### src/pkg/sync_sel_pkg.sv
// Package for the sync source selector: register map, fields, timing and types
package sync_sel_pkg;

    ////////////////////////////////////////////////////////////////////////
    // Register byte offsets (APB, one aligned word each)
    localparam logic [7:0] ctrl_off   = 8'h00; // Mode, preferred input, rate
    localparam logic [7:0] status_off = 8'h04; // Per-input lock/sync, active ref
    localparam logic [7:0] freq_off   = 8'h08; // Measured frequency of active ref
    localparam logic [7:0] irq_st_off = 8'h0c; // Sticky event bits (read only)
    localparam logic [7:0] irq_cl_off = 8'h10; // Write one to clear (write only)
    localparam logic [7:0] irq_en_off = 8'h14; // Interrupt enables
    localparam logic [7:0] rate_off   = 8'h18; // Current internal rate in Hz

    ////////////////////////////////////////////////////////////////////////
    // Control field positions
    localparam int ctrl_auto_bit  = 0;  // 1 = automatic reference mode
    localparam int ctrl_pref_lsb  = 4;  // Preferred input index, 2 bits
    localparam int ctrl_mult_lsb  = 8;  // Word clock ratio select, 3 bits
    localparam int ctrl_rate_lsb  = 12; // Master rate in Hz, 18 bits
    localparam int ctrl_opt_bit   = 31; // Optional video/timecode module fitted

    // Reset values
    localparam logic [31:0] ctrl_reset   = 32'h0000_0001;
    localparam logic [17:0] rate_reset   = 18'h0bb80; // 48000 Hz
    localparam logic [3:0]  irq_en_reset = 4'h0;

    ////////////////////////////////////////////////////////////////////////
    // Inputs and limits
    localparam int          num_inputs = 4;          // Word clock, serial audio, video, timecode
    localparam logic [1:0]  in_word    = 2'h0;
    localparam logic [1:0]  in_serial  = 2'h1;
    localparam logic [1:0]  in_video   = 2'h2;
    localparam logic [1:0]  in_ltc     = 2'h3;
    localparam logic [17:0] lock_min_hz = 18'h06d60; // 28000 Hz
    localparam logic [17:0] lock_max_hz = 18'h30d40; // 200000 Hz

    // Interrupt event bits
    localparam int irq_ref_change = 0; // Active reference changed
    localparam int irq_to_master  = 1; // Fell back to master
    localparam int irq_lock_lost  = 2; // An input lost lock
    localparam int irq_lock_gain  = 3; // An input gained lock

    ////////////////////////////////////////////////////////////////////////
    // Timing: frequency measured over a gate time
    localparam int gate_time_ms   = 1;
    localparam int clk_hz         = 20_000_000;
    localparam int gate_cycles    = clk_hz / 1000 * gate_time_ms; // 20000
    localparam int gate_per_sec   = 1000 / gate_time_ms;          // Edges to Hz

    ////////////////////////////////////////////////////////////////////////
    // Types
    typedef enum logic [1:0] {no_lock = 2'h0, locked = 2'h1, in_sync = 2'h2} sync_state_e;
    typedef enum logic [1:0] {st_master = 2'b01, st_slave = 2'b10} clk_mode_e;

    typedef struct packed {
        logic [31:0] pwdata;
        logic [7:0]  paddr;
        logic        pwrite;
        logic        psel;
        logic        penable;
    } apb_req_s;

    typedef struct packed {
        logic [31:0] prdata;
        logic        pready;
        logic        pslverr;
    } apb_rsp_s;

endpackage : sync_sel_pkg

### src/verilog/sync_source_selector.sv
// Sync source selector: automatic clock reference choice, lock/sync report, APB regs
//
// The APB slave port and the register addresses were decided locally.
`timescale 1ns/1ps
`default_nettype none

// Contract
// - Automatic mode takes first valid input
// - Valid preferred input stays the source
// - Invalid preferred: scan other inputs in turn
// - No valid input: switch to master
// - Lock any rate 28 to 200 kHz
// - Word clock ratio half to quad
// - Report active input and its frequency
// - Per input: no lock, lock, sync
// - Master rate write applies at once; the code applies it in master mode only and ignores it while slave
// - Fallback rate: nearest standard frequency
// - Candidates word, serial, optional video/timecode
module sync_source_selector
    import sync_sel_pkg::*;
(
    // Clock and reset
    input  wire logic                   core_clk_in,
    input  wire logic                   reset_n_in,
    // APB slave
    input  wire sync_sel_pkg::apb_req_s apb_in,
    output var  sync_sel_pkg::apb_rsp_s apb_out,
    // Reference frame pulses from the inputs (asynchronous)
    input  wire logic [3:0]             ref_tick_in,
    // Local sample clock tick from the rate generator
    input  wire logic                   sys_tick_in,
    // Clock state to the rate generator
    output logic                        slave_mode_out,
    output logic [1:0]                  active_ref_out,
    output logic [17:0]                 master_rate_out,
    output logic [2:0]                  word_ratio_out,
    // Interrupt
    output logic                        irq_out
);
    import sync_sel_pkg::*;

    ////////////////////////////////////////////////////////////////////////
    // Registers
    logic [31:0]       ctrl;                 // Software control word
    logic [3:0]        irq_st;               // Sticky events
    logic [3:0]        irq_en;               // Event enables
    logic [17:0]       rate;                 // Internal master rate
    clk_mode_e         mode;                 // Current clock mode
    logic [1:0]        active;               // Active reference index
    logic [3:0]        sync1, sync2, tick_d; // Synchroniser and edge detect
    logic [3:0]        tick;                 // One-cycle edge per input
    logic              sys_d;                // Local tick delay
    logic [14:0]       gate_cnt;             // Gate time counter
    logic [17:0]       edge_cnt [num_inputs];// Edges in current gate
    logic [17:0]       freq [num_inputs];    // Last measured frequency
    logic [3:0]        valid;                // Locked inputs
    logic [3:0]        valid_d;              // Previous lock state
    logic [3:0]        phase_ok;             // Edge met local tick
    logic [3:0]        cand;                 // Candidate mask
    logic [1:0]        next_active;
    logic              next_found;
    logic              gate_end;
    logic [1:0]        pref;
    sync_state_e       st [num_inputs];

    assign pref = ctrl[ctrl_pref_lsb +: 2];
    assign word_ratio_out = ctrl[ctrl_mult_lsb +: 3];
    assign gate_end = (gate_cnt == 15'(gate_cycles - 1));

    ////////////////////////////////////////////////////////////////////////
    // Two-flop synchroniser then edge detect on the third stage
    always_ff @(posedge core_clk_in) begin
        if (!reset_n_in) begin
            sync1  <= 4'h0;
            sync2  <= 4'h0;
            tick_d <= 4'h0;
            sys_d  <= 1'b0;
        end else begin
            sync1  <= ref_tick_in;
            sync2  <= sync1;
            tick_d <= sync2;
            sys_d  <= sys_tick_in;
        end
    end
    assign tick = sync2 & ~tick_d;

    ////////////////////////////////////////////////////////////////////////
    // Gate timer: every gate converts edge counts into Hz
    always_ff @(posedge core_clk_in) begin
        if (!reset_n_in || gate_end) begin
            gate_cnt <= 15'h0000;
        end else begin
            gate_cnt <= gate_cnt + 15'h0001;
        end
    end

    // Candidate mask: optional inputs only when the module is fitted
    assign cand = ctrl[ctrl_opt_bit] ? 4'hf : 4'h3;

    genvar gi;
    generate
        for (gi = 0; gi < num_inputs; gi++) begin : g_meas
            // Count edges and latch Hz at gate end; saturating to avoid wrap
            always_ff @(posedge core_clk_in) begin
                if (!reset_n_in) begin
                    edge_cnt[gi] <= 18'h00000;
                    freq[gi]     <= 18'h00000;
                end else if (gate_end) begin
                    edge_cnt[gi] <= 18'(tick[gi]);
                    // Saturate: a wrapped product could fake a rate inside the lock window
                    freq[gi]     <= (edge_cnt[gi] > 18'h00106) ? 18'h3ffff
                                                               : 18'(edge_cnt[gi] * gate_per_sec);
                end else if (tick[gi] && edge_cnt[gi] != 18'h3ffff) begin
                    edge_cnt[gi] <= edge_cnt[gi] + 18'h00001;
                end
            end
            // Lock to any rate inside the window, not only standard rates
            assign valid[gi] = cand[gi] && freq[gi] >= lock_min_hz && freq[gi] <= lock_max_hz;
            // Phase check: reference edge must coincide with a local tick
            always_ff @(posedge core_clk_in) begin
                if (!reset_n_in) begin
                    phase_ok[gi] <= 1'b0;
                end else if (tick[gi]) begin
                    phase_ok[gi] <= sys_d;
                end
            end
            // Three-state report
            always_comb begin
                if (!valid[gi]) begin
                    st[gi] = no_lock;
                end else if (phase_ok[gi] && mode == st_slave && active == 2'(gi)
                             && freq[gi] == rate) begin
                    st[gi] = in_sync;
                end else begin
                    st[gi] = locked;
                end
            end
        end
    endgenerate

    ////////////////////////////////////////////////////////////////////////
    // Selection: preferred first, then scan the rest upward from the preferred index, wrapping past 3
    always_comb begin
        next_active = pref;
        next_found  = 1'b0;
        if (valid[pref]) begin
            next_found = 1'b1;
        end else begin
            for (int i = 1; i < num_inputs; i++) begin
                if (!next_found && valid[2'(pref + 2'(i))]) begin
                    next_active = 2'(pref + 2'(i));
                    next_found  = 1'b1;
                end
            end
        end
    end

    // Mode and reference: automatic mode follows the scan, else master
    always_ff @(posedge core_clk_in) begin
        if (!reset_n_in) begin
            mode   <= st_master;
            active <= in_word;
        end else if (ctrl[ctrl_auto_bit] && next_found) begin
            mode   <= st_slave;
            active <= next_active;
        end else begin
            mode   <= st_master;
        end
    end

    // Nearest standard rate for a frequency
    function automatic logic [17:0] nearest_std(input logic [17:0] f);
        logic [17:0] r;
        r = 18'h0bb80;
        if      (f < 18'h094a2) r = 18'h07d00; // 32000
        else if (f < 18'h0b3e2) r = 18'h0ac44; // 44100
        else if (f < 18'h0dac0) r = 18'h0bb80; // 48000
        else if (f < 18'h12944) r = 18'h0fa00; // 64000
        else if (f < 18'h167c4) r = 18'h15888; // 88200
        else if (f < 18'h21408) r = 18'h17700; // 96000
        else if (f < 18'h2cf88) r = 18'h2b110; // 176400
        else                    r = 18'h2ee00; // 192000
        return r;
    endfunction : nearest_std

    ////////////////////////////////////////////////////////////////////////
    // APB access: zero wait states, error on unmapped address
    logic wr_en, rd_en;
    logic hit;
    assign wr_en = apb_in.psel && apb_in.penable && apb_in.pwrite;
    assign rd_en = apb_in.psel && !apb_in.pwrite;
    always_comb begin
        unique case (apb_in.paddr)
            ctrl_off, status_off, freq_off, irq_st_off, irq_cl_off, irq_en_off, rate_off: hit = 1'b1;
            default: hit = 1'b0;
        endcase
    end

    // Internal rate: host writes apply at once in master mode only, fallback snaps to standard
    always_ff @(posedge core_clk_in) begin
        if (!reset_n_in) begin
            rate <= rate_reset;
        end else if (mode == st_slave && !(ctrl[ctrl_auto_bit] && next_found)) begin
            // The measured value already shows the loss; the tracked rate still holds the last good one
            rate <= nearest_std(rate);
        end else if (mode == st_slave) begin
            rate <= freq[active];
        end else if (wr_en && apb_in.paddr == ctrl_off) begin
            rate <= apb_in.pwdata[ctrl_rate_lsb +: 18];
        end
    end

    // Control and enable registers
    always_ff @(posedge core_clk_in) begin
        if (!reset_n_in) begin
            ctrl   <= ctrl_reset;
            irq_en <= irq_en_reset;
        end else if (wr_en) begin
            if (apb_in.paddr == ctrl_off)   ctrl   <= apb_in.pwdata;
            if (apb_in.paddr == irq_en_off) irq_en <= apb_in.pwdata[3:0];
        end
    end

    // Sticky events: a set in the clearing cycle wins
    logic [3:0] ev;
    assign ev[irq_ref_change] = mode == st_slave && ctrl[ctrl_auto_bit] && next_found && next_active != active;
    assign ev[irq_to_master]  = mode == st_slave && !(ctrl[ctrl_auto_bit] && next_found);
    assign ev[irq_lock_lost]  = |(valid_d & ~valid);
    assign ev[irq_lock_gain]  = |(valid & ~valid_d);
    always_ff @(posedge core_clk_in) begin
        if (!reset_n_in) begin
            irq_st  <= 4'h0;
            valid_d <= 4'h0;
        end else begin
            valid_d <= valid;
            irq_st  <= (irq_st & ~((wr_en && apb_in.paddr == irq_cl_off) ? apb_in.pwdata[3:0] : 4'h0)) | ev;
        end
    end
    assign irq_out = |(irq_st & irq_en);

    // Read data registered during setup, valid in access phase
    always_ff @(posedge core_clk_in) begin
        if (!reset_n_in) begin
            apb_out.prdata <= 32'h0000_0000;
        end else if (rd_en && !apb_in.penable) begin
            unique case (apb_in.paddr)
                ctrl_off:   apb_out.prdata <= ctrl;
                status_off: apb_out.prdata <= {20'h00000, 1'b0, mode == st_slave, active,
                                               st[3], st[2], st[1], st[0]};
                freq_off:   apb_out.prdata <= {14'h0000, freq[active]};
                irq_st_off: apb_out.prdata <= {28'h0000000, irq_st};
                irq_en_off: apb_out.prdata <= {28'h0000000, irq_en};
                rate_off:   apb_out.prdata <= {14'h0000, rate};
                default:    apb_out.prdata <= 32'h0000_0000;
            endcase
        end
    end
    assign apb_out.pready  = 1'b1;
    assign apb_out.pslverr = apb_in.psel && apb_in.penable && !hit;

    // Outputs to the rate generator
    assign slave_mode_out  = (mode == st_slave);
    assign active_ref_out  = active;
    assign master_rate_out = rate;

    ////////////////////////////////////////////////////////////////////////
    // Assertions
    pref_kept_a: assert property (@(posedge core_clk_in) disable iff (!reset_n_in)
        ctrl[ctrl_auto_bit] && valid[pref] |=> active == $past(pref) && mode == st_slave)
        else $error("preferred valid input not kept");
    to_master_a: assert property (@(posedge core_clk_in) disable iff (!reset_n_in)
        (valid & cand) == 4'h0 |=> mode == st_master)
        else $error("no valid input but not master");
    scan_valid_a: assert property (@(posedge core_clk_in) disable iff (!reset_n_in)
        ctrl[ctrl_auto_bit] && !valid[pref] && valid != 4'h0 |=> mode == st_slave && $past(valid[next_active]))
        else $error("scan chose invalid input");
    lock_range_a: assert property (@(posedge core_clk_in) disable iff (!reset_n_in)
        valid[0] |-> freq[0] >= lock_min_hz && freq[0] <= lock_max_hz)
        else $error("lock outside range");
    fast_reject_a: assert property (@(posedge core_clk_in) disable iff (!reset_n_in)
        gate_end && edge_cnt[0] > 18'h00106 |=> !valid[0])
        else $error("too fast input locked");
    sync_cond_a: assert property (@(posedge core_clk_in) disable iff (!reset_n_in)
        st[1] == in_sync |-> valid[1] && mode == st_slave && active == 2'h1)
        else $error("sync without lock");
    rate_now_a: assert property (@(posedge core_clk_in) disable iff (!reset_n_in)
        wr_en && apb_in.paddr == ctrl_off && mode == st_master |=> rate == $past(apb_in.pwdata[ctrl_rate_lsb +: 18]))
        else $error("master rate not applied");
    cand_opt_a: assert property (@(posedge core_clk_in) disable iff (!reset_n_in)
        !ctrl[ctrl_opt_bit] |-> !valid[2] && !valid[3])
        else $error("optional input used without module");
    ratio_out_a: assert property (@(posedge core_clk_in) disable iff (!reset_n_in)
        wr_en && apb_in.paddr == ctrl_off |=> word_ratio_out == $past(apb_in.pwdata[ctrl_mult_lsb +: 3]))
        else $error("ratio not passed");

endmodule : sync_source_selector
`default_nettype wire

### config.mk
export PLATFORM = sky130hd
export DESIGN_NAME = sync_source_selector
export DESIGN_NICKNAME = d
export VERILOG_FILES = /design/src/pkg/sync_sel_pkg.sv /design/src/verilog/sync_source_selector.sv
export SDC_FILE = /design/constraint.sdc
export NUM_CORES = 1
export LEC_CHECK = 0
export ABC_CLOCK_PERIOD_IN_PS = 8900
export CORE_UTILIZATION = 36
export CTS_BUF_LIST = sky130_fd_sc_hd__clkbuf_8
export DETAILED_ROUTE_END_ITERATION = 8
export DONT_BUFFER_PORTS = 1
export PLACE_DENSITY_LB_ADDON = 0.25
export SYNTH_ARGS = -nofsm -noshare
export SYNTH_HDL_FRONTEND = slang
export SYNTH_SLANG_ARGS = --single-unit
### constraint.sdc
create_clock -name core_clk_in -period 8.9 [get_ports core_clk_in]
set_input_delay 0.89 -clock core_clk_in [delete_from_list [all_inputs] [get_ports core_clk_in]]
set_output_delay 0.89 -clock core_clk_in [all_outputs]
set_load 0.01 [all_outputs]
* Word-level counts from Yosys, hierarchy flattened
Memories as Yosys holds them, arrays and structs flattened. A register that Yosys moved wholly into a read port is not among the register bits.
Cells that the tools add are included.
** Storage, ports and cells
- Bits in registers :: 130
- Memory bits (writable) :: 144
- Input bits :: 50
- Output and inout bits :: 59
- Logic and storage cells :: 230
- Memories kept :: 2
** Memories
- edge_cnt :: words 4, width 18, rd ports 4, clocked after Yosys merged registers in 0, write ports 4, RTL line sync_source_selector.sv:54 : logic [17:0] edge_cnt [num_inputs];
- freq :: words 4, width 18, rd ports 5, clocked after Yosys merged registers in 1, write ports 4, RTL line sync_source_selector.sv:55 : logic [17:0] freq [num_inputs];
** Operators by class
- Add/subtract/negate cells :: 8
- Multipliers :: 4
- Magnitude comparators :: 23
- Eq/ne operators :: 20
- Mux-type cells :: 79
- Bitwise logic cells :: 22
- Reduce and logical (&&, ||, !) cells :: 55
** Operators with widths (number)
- $mux W18 :: 25
- $pmux W32 S6 :: 1
- $add A18 B1 Y18 const B :: 4
- $eq A18 B18 Y1 :: 4
- $ge A18 B15 Y1 const B :: 4
- $gt A18 B9 Y1 const B :: 4
- $le A18 B18 Y1 const B :: 4
- $mul A18 B7 Y15 const B :: 4
- $ne A18 B18 Y1 const B :: 4
- $lt A18 B16 Y1 const B :: 3
- $logic_and A1 B1 Y1 :: 38
- $lt A18 B17 Y1 const B :: 2
- $lt A18 B18 Y1 const B :: 2
- $mux W1 :: 31
- $mux W2 :: 15
- $eq A8 B5 Y1 const B :: 3
- $and A4 B4 Y4 :: 5
- $eq A8 B4 Y1 const B :: 2
- $not A4 Y4 :: 4
- $add A15 B1 Y15 const B :: 1
- $eq A15 B15 Y1 const B :: 1
- $mux W15 :: 1
- $lt A2 B3 Y1 const B :: 4
- $or A1 B1 Y1 :: 12
- other kinds (17) :: 33

* Logic depth before layout (Yosys ltp)
Gate-level depths: netlist (run 1).
An unclocked memory read counts as a cell.
- Depth after elaboration :: 20
- Depth in mapped cells :: 18
- Mapped depth without buffers :: 18

* Worst setup path after synthesis (run 1)
OpenSTA, ideal clock, no wires.
- Kind :: register to register
- From :: memory edge_cnt[0][0]
- To :: memory freq[0][16], data pin
- Setup time :: 0.270 ns
- Arrival :: 4.153 ns
- Data required time :: 8.630 ns
- Setup slack :: 4.476 ns
- Cell stages (with the launch flop) :: 16
- Buffers on the path :: 0
- Period minus slack after synthesis :: 4.424 ns
- Cells stage by stage :: edfxtp_1 > fa_1 > fa_1 > inv_1 > fa_1 > fa_1 > inv_1 > ha_1 > a21oi_1 > o21bai_1 > a21oi_1 > o21bai_1 > a221o_1 > a21oi_1 > xor2_1 > a21oi_1
** RTL lines (RTL line)
- from (decl) :: sync_source_selector.sv:54
- to (decl) :: sync_source_selector.sv:55

==> impl_metrics.toml, run 1 <==
[drt]
drc = 0
detail_route.vias_per_cell = 5.16
wl_mm = 52.0
num_vias = 15000
ant_nets = 0
drt_iter0_drc = 907
drtPass1Iterations = 6
post_drt_wl_per_cell_um = 17.8

[setup_path]
slowest_delay_ps = 550
critPathMaxFanout = 7
path_cells = "fa_1, fa_1, inv_1, fa_1, fa_1, inv_1, ha_1, a21oi_1, o21bai_1, a21oi_1, o21bai_1, a311o_1, a21oi_1, xor2_1, a21oi_1"
cp_slowest_cell = "fa_1"
cp-start-kind = "flip-flop"
arrival_ps = 5040
worst_ep_required_time_ps = 9260
crit_type = "reg -> reg"
endpoint_kind = "flip-flop"

[synth]
synth_area_per_cell_um2 = 9.51
yosys_warnings = 0
yosysUniqueCellTypes = 81
synthArstFlopShare_pct = 0
netlist.area_leader.share_pct = 20.1
yosysSeqAreaShare_pct = 33.1
synth_common_cells = "inv_1 (307), a21oi_1 (206), nand2_1 (175)"
yosysMostFrequentCell = "inv_1"
ys_ff_latch = 268
synth_ff_type = "edfxtp_1"
synth_top_cells_by_area = "edfxtp_1 (20%), fa_1 (14%), dfxtp_1 (13%)"
syn_area_um2 = 20300
synth.largest_area_cell = "edfxtp_1"
syn_inst = 2138
synth_edf_count = 136
syn_nets = 2481

[clock_network]
cts_resized = 0
cts_made_buffers = 50
cts_root_buf = "clkbuf_8"
postCtsSetupBuffers = 0
htreeDepth = 2
clock_latency_ps = 670
cts_tree = "yes"
path_clk_slew_ps = 70
cts_hold_buf = 0
clockBufferDepth = 3
clkSinkCount = 268

[sta]
finalCriticalPeriod_ps = 4680
fin_crit_sh_pct = 52.6
timing.hold.ws_ps = 318
finalSetupTns_ps = 0
worst_pin_slew_ps = 1140
slew_headroom_pct = 23.9
fmax_mhz = 214
hold_viol_final = 0
rsz0062_at_grt = "no"
slew_violations = 0
finClkSkew_ps = 69.5
finalSetupViolCount = 0

[placed_design]
dp.cells = 2821
numPortBuffers = 0
gp_congestion = 0.931
hpwl_mm = 39.5

[floorplanning]
coreArea_um2 = 55400
io-pin-count = 109
rows = 86
die_area_um2 = 57500
initial_core_util_pct = 36.7
die_h_um = 240
die_w_um = 240

[cells_and_area]
final.fill_count = 5485
finalNonFillerCells = 2915
drive_above_1_share_pct = 6.14
finalNetCount = 2468
utilization_pct = 40.1
area_delta_synth_final_pct = 9.18

[power_and_ir_drop]
powerDensity_nw_per_um2 = 190
p_leak_uw = 0.00908
peakVddDrop_v = 0.0000884
total_power_uw = 4210

[global_routing]
grt_pass1_wl_mm = 83.4
gr-total-overflow = 0
grt_util_all_layers_pct = 18.4
antenna_found_initial = 2
grt_max_degree = 92
grt_pass1_vias = 15100

[status]
status = "finished, final reports clean"

[run]
maxCapViolations = 0

[hold_path]
worst_hold_path_type = "in -> reg"
per-stage QoR:
step	area (um^2)	setup WS (ps)
final	22200	4220
after global routing	22200	3910
after CTS	22200	4190
after detailed placement	21100	4210
after global placement	21100	4230
after floorplan	20300	4480
area by class of cell:
class	instances	area [um^2]	area share (%)
inverters	309	1160	5.22
multi-input cells	1476	12100	54.5
well taps	748	936	4.21
clock inverters	37	353	1.59
flip-flops and latches	268	6730	30.3
diodes	1	2.50	0.0113
clock buffers	56	771	3.47
repair buffers	20	150	0.676
flip-flops by register name, indices dropped and copies added, names as in the netlist, 15 cells and up, named ones only:
| name | flops |
|---|---|
| edge_cnt | 72 |
| freq | 64 |
| apb_out | 32 |
| ctrl | 32 |
| master_rate_out | 18 |
| gate_cnt | 15 |
cell usage in the layout, fill, tap and decap left out, types with 15 or more instances in the layout:
master / n
inv_1: 321
a21oi_1: 206
nand2_1: 175
nor2_1: 157
ha_1: 153
fa_1: 140
edfxtp_1: 136
dfxtp_1: 132
xnor2_1: 129
xor2_1: 73
clkbuf_8: 56
nand3_1: 45
o21ai_0: 35
nor3_1: 29
nor4_1: 22
a31oi_1: 21
and3_1: 20
and2_1: 20
buf_4: 20
a22oi_1: 17
nand4_1: 16
or3_1: 16
mux4_2: 16
a21o_1: 15
o21bai_1: 15
worst paths after layout:
path / startpoint / endpoint / slack, ps / cells past startpoint
min reg2reg: sync1[1]$_SDFF_PN0_ / sync2[1]$_SDFF_PN0_ / 440 / 1
max: edge_cnt[1][2]$_SDFFCE_PN0P_ / freq[1][16]$_SDFFCE_PN0P_ / 4220 / 15
max reg2reg: edge_cnt[1][2]$_SDFFCE_PN0P_ / freq[1][16]$_SDFFCE_PN0P_ / 4220 / 15
min: reset_n_in / master_rate_out[15]$_SDFFE_PN1P_ / 320 / 1
layer usage:
metal | track usage (%) | wire (um) | vias to the layer above
met4 | 7.25 | 1910 | 0
met5 | 0 | 0 | -
met3 | 3.61 | 3510 | 129
met2 | 30.6 | 23900 | 439
li1 | - | - | 7203
met1 | 23.5 | 22700 | 7261
cells by family after synthesis:
group	share of synthesized area, %
AOI/OAI and AO/OA	12.2
xor gates and xnor gates	8.70
adders and majority gates	23.2
buffers and inverters	7.59
DFF	33.1
muxes	2.27
other	0.0184
and+or+nand+nor	13.0
critical path: cells and delay by family (launching register included):
kind	cells	cell delay, ps
DFF	1	540
buffers and inverters	2	100
AOI/OAI and AO/OA	7	1230
adders and majority gates	5	2380
xor gates and xnor gates	1	160
report_power, final:
| group | leakage [uW] | switching (uW) | internal, uW |
|---|---|---|---|
| Combinational | 0.00597 | 785 | 653 |
| Sequential | 0.00248 | 78.4 | 1340 |
| Clock | 0.000634 | 573 | 785 |
| Total | 0.00908 | 1440 | 2770 |
No activity file was read; power rests on OpenSTA's default activity.
==> inputs of run 2 (changes only) <==
ABC_AREA = 1   (was unset)
ABC_CLOCK_PERIOD_IN_PS = 4800   (was 8900)
clock period = 4.8 ns   (was 8.9 ns; I/O delays follow)
==> impl_metrics.toml, run 2 <==
[setup_path]
arrival_ps = 5020
crit_buf_inv = 3
endpoint_kind = "flip-flop"
path_cells = "fa_1, fa_1, inv_1, fa_1, fa_1, inv_1, ha_4, nand3_1, nand2_1, nand2_1, nand2_1, a21oi_2, or2_2, nand2_1, a21oi_1, nor2_1, inv_1, nand2_1, a21oi_1, or2_2, a31oi_1"
cp-start-kind = "flip-flop"
rrSetupSlack_ps = 230
worst_ep_required_time_ps = 5250
crit_family = "adder cells"
slowest_delay_ps = 540
cp_slowest_cell = "fa_1"
crit_top_cell = "nand2_1"
critPathMaxFanout = 5
crit_type = "reg -> reg"

[synth]
synth_common_cells = "nand2_1 (515), inv_1 (486), nor2_1 (256)"
syn_inst = 2677
synth_ff_type = "edfxtp_1"
synth.largest_area_cell = "edfxtp_1"
netlist.area_leader.share_pct = 19.2
yosysMostFrequentCell = "nand2_1"
syn_area_um2 = 21300
synthArstFlopShare_pct = 0
synth_edf_count = 136
synth_top_cells_by_area = "edfxtp_1 (19%), fa_1 (13%), dfxtp_1 (12%)"
ys_ff_latch = 268
syn_nets = 3020
yosys_warnings = 0
yosysUniqueCellTypes = 61
yosysSeqAreaShare_pct = 31.6
synth_area_per_cell_um2 = 7.96

[power_and_ir_drop]
p_leak_uw = 0.0109
powerDensity_nw_per_um2 = 317
peakVddDrop_v = 0.000226

[clock_network]
clockBufferDepth = 3
cts_made_buffers = 53
path_clk_slew_ps = 60
cts_tree = "yes"
clkSinkCount = 268
htreeDepth = 2
cts_root_buf = "clkbuf_8"
clock_latency_ps = 660

[cells_and_area]
drive_above_1_share_pct = 7.41
multi_input_area_um2 = 12400
layout_commonest_cell = "nand2_1"
seq_area_um2 = 6730
largest_register = "edge_cnt"
area_delta_synth_final_pct = 11.9
finalNetCount = 3095
final.fill_count = 5893
largest_registers = "edge_cnt (72), freq (64)"
utilization_pct = 41.1
largest_reg_flops = 72
layout_common_cells = "nand2_1 (515), inv_1 (493), nor2_1 (254)"

[drt]
wl_mm = 61.1
drtPass1Iterations = 6
ant_nets = 0
drc = 0
post_drt_wl_per_cell_um = 17.2
drt_iter0_drc = 1230
num_vias = 18000
detail_route.vias_per_cell = 5.06

[global_routing]
antenna_found_initial = 1
grt_max_degree = 60
grt_pass1_wl_mm = 96.7
grt_pass1_vias = 17700
gr-total-overflow = 0
grt_util_all_layers_pct = 20.4

[sta]
finalCriticalPeriod_ps = 4570
fin_crit_sh_pct = 95.2
slew_violations = 0
fmax_mhz = 219
finalSetupTns_ps = 0
finClkSkew_ps = 35.0
layout_setup_ws_ps = 231
slew_headroom_pct = 43.0
rsz0062_at_grt = "yes"
worst_pin_slew_ps = 853
hold_viol_final = 0
finalSetupViolCount = 0
timing.hold.ws_ps = 49.6

[placed_design]
numPortBuffers = 0
pre_cts_ws_ps = 165
hpwl_mm = 46.8
gp_congestion = 0.934

[floorplanning]
initial_core_util_pct = 36.7
die_area_um2 = 60100
io-pin-count = 109
rows = 88
die_h_um = 245
die_w_um = 245
coreArea_um2 = 58000

[run]
maxCapViolations = 0

[hold_path]
worst_hold_path_type = "in -> reg"

[status]
status = "finished, final reports clean"
[run 2: changes by cell type after synthesis, sizes merged, moves of 16 or more]
cell / previous run / this run
or3: 16 / 0
a21oi: 206 / 184
o22ai: 7 / 31
and2: 20 / 4
nand2: 175 / 530
inv: 308 / 495
a22oi: 17 / 1
nand3: 47 / 79
xnor2: 129 / 37
o21ai: 36 / 154
mux4: 16 / 0
nor2: 158 / 259
[run 2: repair_timing]
item	CTS	global route
gates resized for setup	0	17
buffers inserted	0	26
hold buffers	32	0
endpoints found under the hold margin	76	0
setup endpoints to repair	0	7
[run 2: per-stage QoR]
stage / cells / power (uW) / cell area, um^2
finish: 3559 / 7550 / 23800
detailed placement: 3404 / 5180 / 22200
global placement: 3404 / 5150 / 22200
CTS: 3532 / 7600 / 23600
floorplan: 2677 / 4640 / 21300
global route: 3559 / 8200 / 23800
[run 2: routing by layer]
metal / vias up / global-route usage (%) / share of wire [%]
met5: - / 0 / 0
met4: 0 / 8.01 / 3.8
met3: 147 / 3.64 / 6.4
met2: 576 / 33.6 / 46
met1: 8528 / 26.3 / 44
li1: 8754 / - / -
[run 2: where the power goes]
| group | switching (uW) | internal, uW |
|---|---|---|
| Clock | 1080 | 1240 |
| Combinational | 1570 | 1050 |
| Sequential | 122 | 2480 |
[run 2: area by class of cell]
cell class | count | area share [%]
Clock buffer | 63 | 3.64
Sequential cell | 268 | 28.2
Inverter | 505 | 7.98
Tap cell | 765 | 4.01
Multi-Input combinational cell | 1829 | 52.0
Antenna cell | 1 | 0.0105
Clock inverter | 33 | 0.771
Timing Repair Buffer | 95 | 3.40
[run 2: kinds of logic (layout without fill, tap and decap cells)]
kind of cell    count (synthesis)  after routing  share of synthesized area [%]
simple gates                  972            972                           19.4
buf+inv                       580            696                           10.4
compound gates                464            464                           12.3
fa+ha+maj                     293            293                           22.1
flops                         268            268                           31.6
xor+xnor                       99             99                           4.07
other cells                     1              2                         0.0176
[run 2: tightest hold or removal path, cell delays in order]
cell,delay (ps)
o21ai_0,60
a31oi_1,40
o211ai_1,70
[run 2: final timing paths]
kind                       startpoint                         endpoint  depth (start not counted)
max reg2reg  edge_cnt[1][0]$_DFFE_PP_        freq[1][16]$_SDFFCE_PN0P_                         21
min                        reset_n_in  master_rate_out[7]$_SDFFE_PN1P_                          3
max          edge_cnt[1][0]$_DFFE_PP_        freq[1][16]$_SDFFCE_PN0P_                         21
min reg2reg       sync1[3]$_SDFF_PN0_              sync2[3]$_SDFF_PN0_                          2
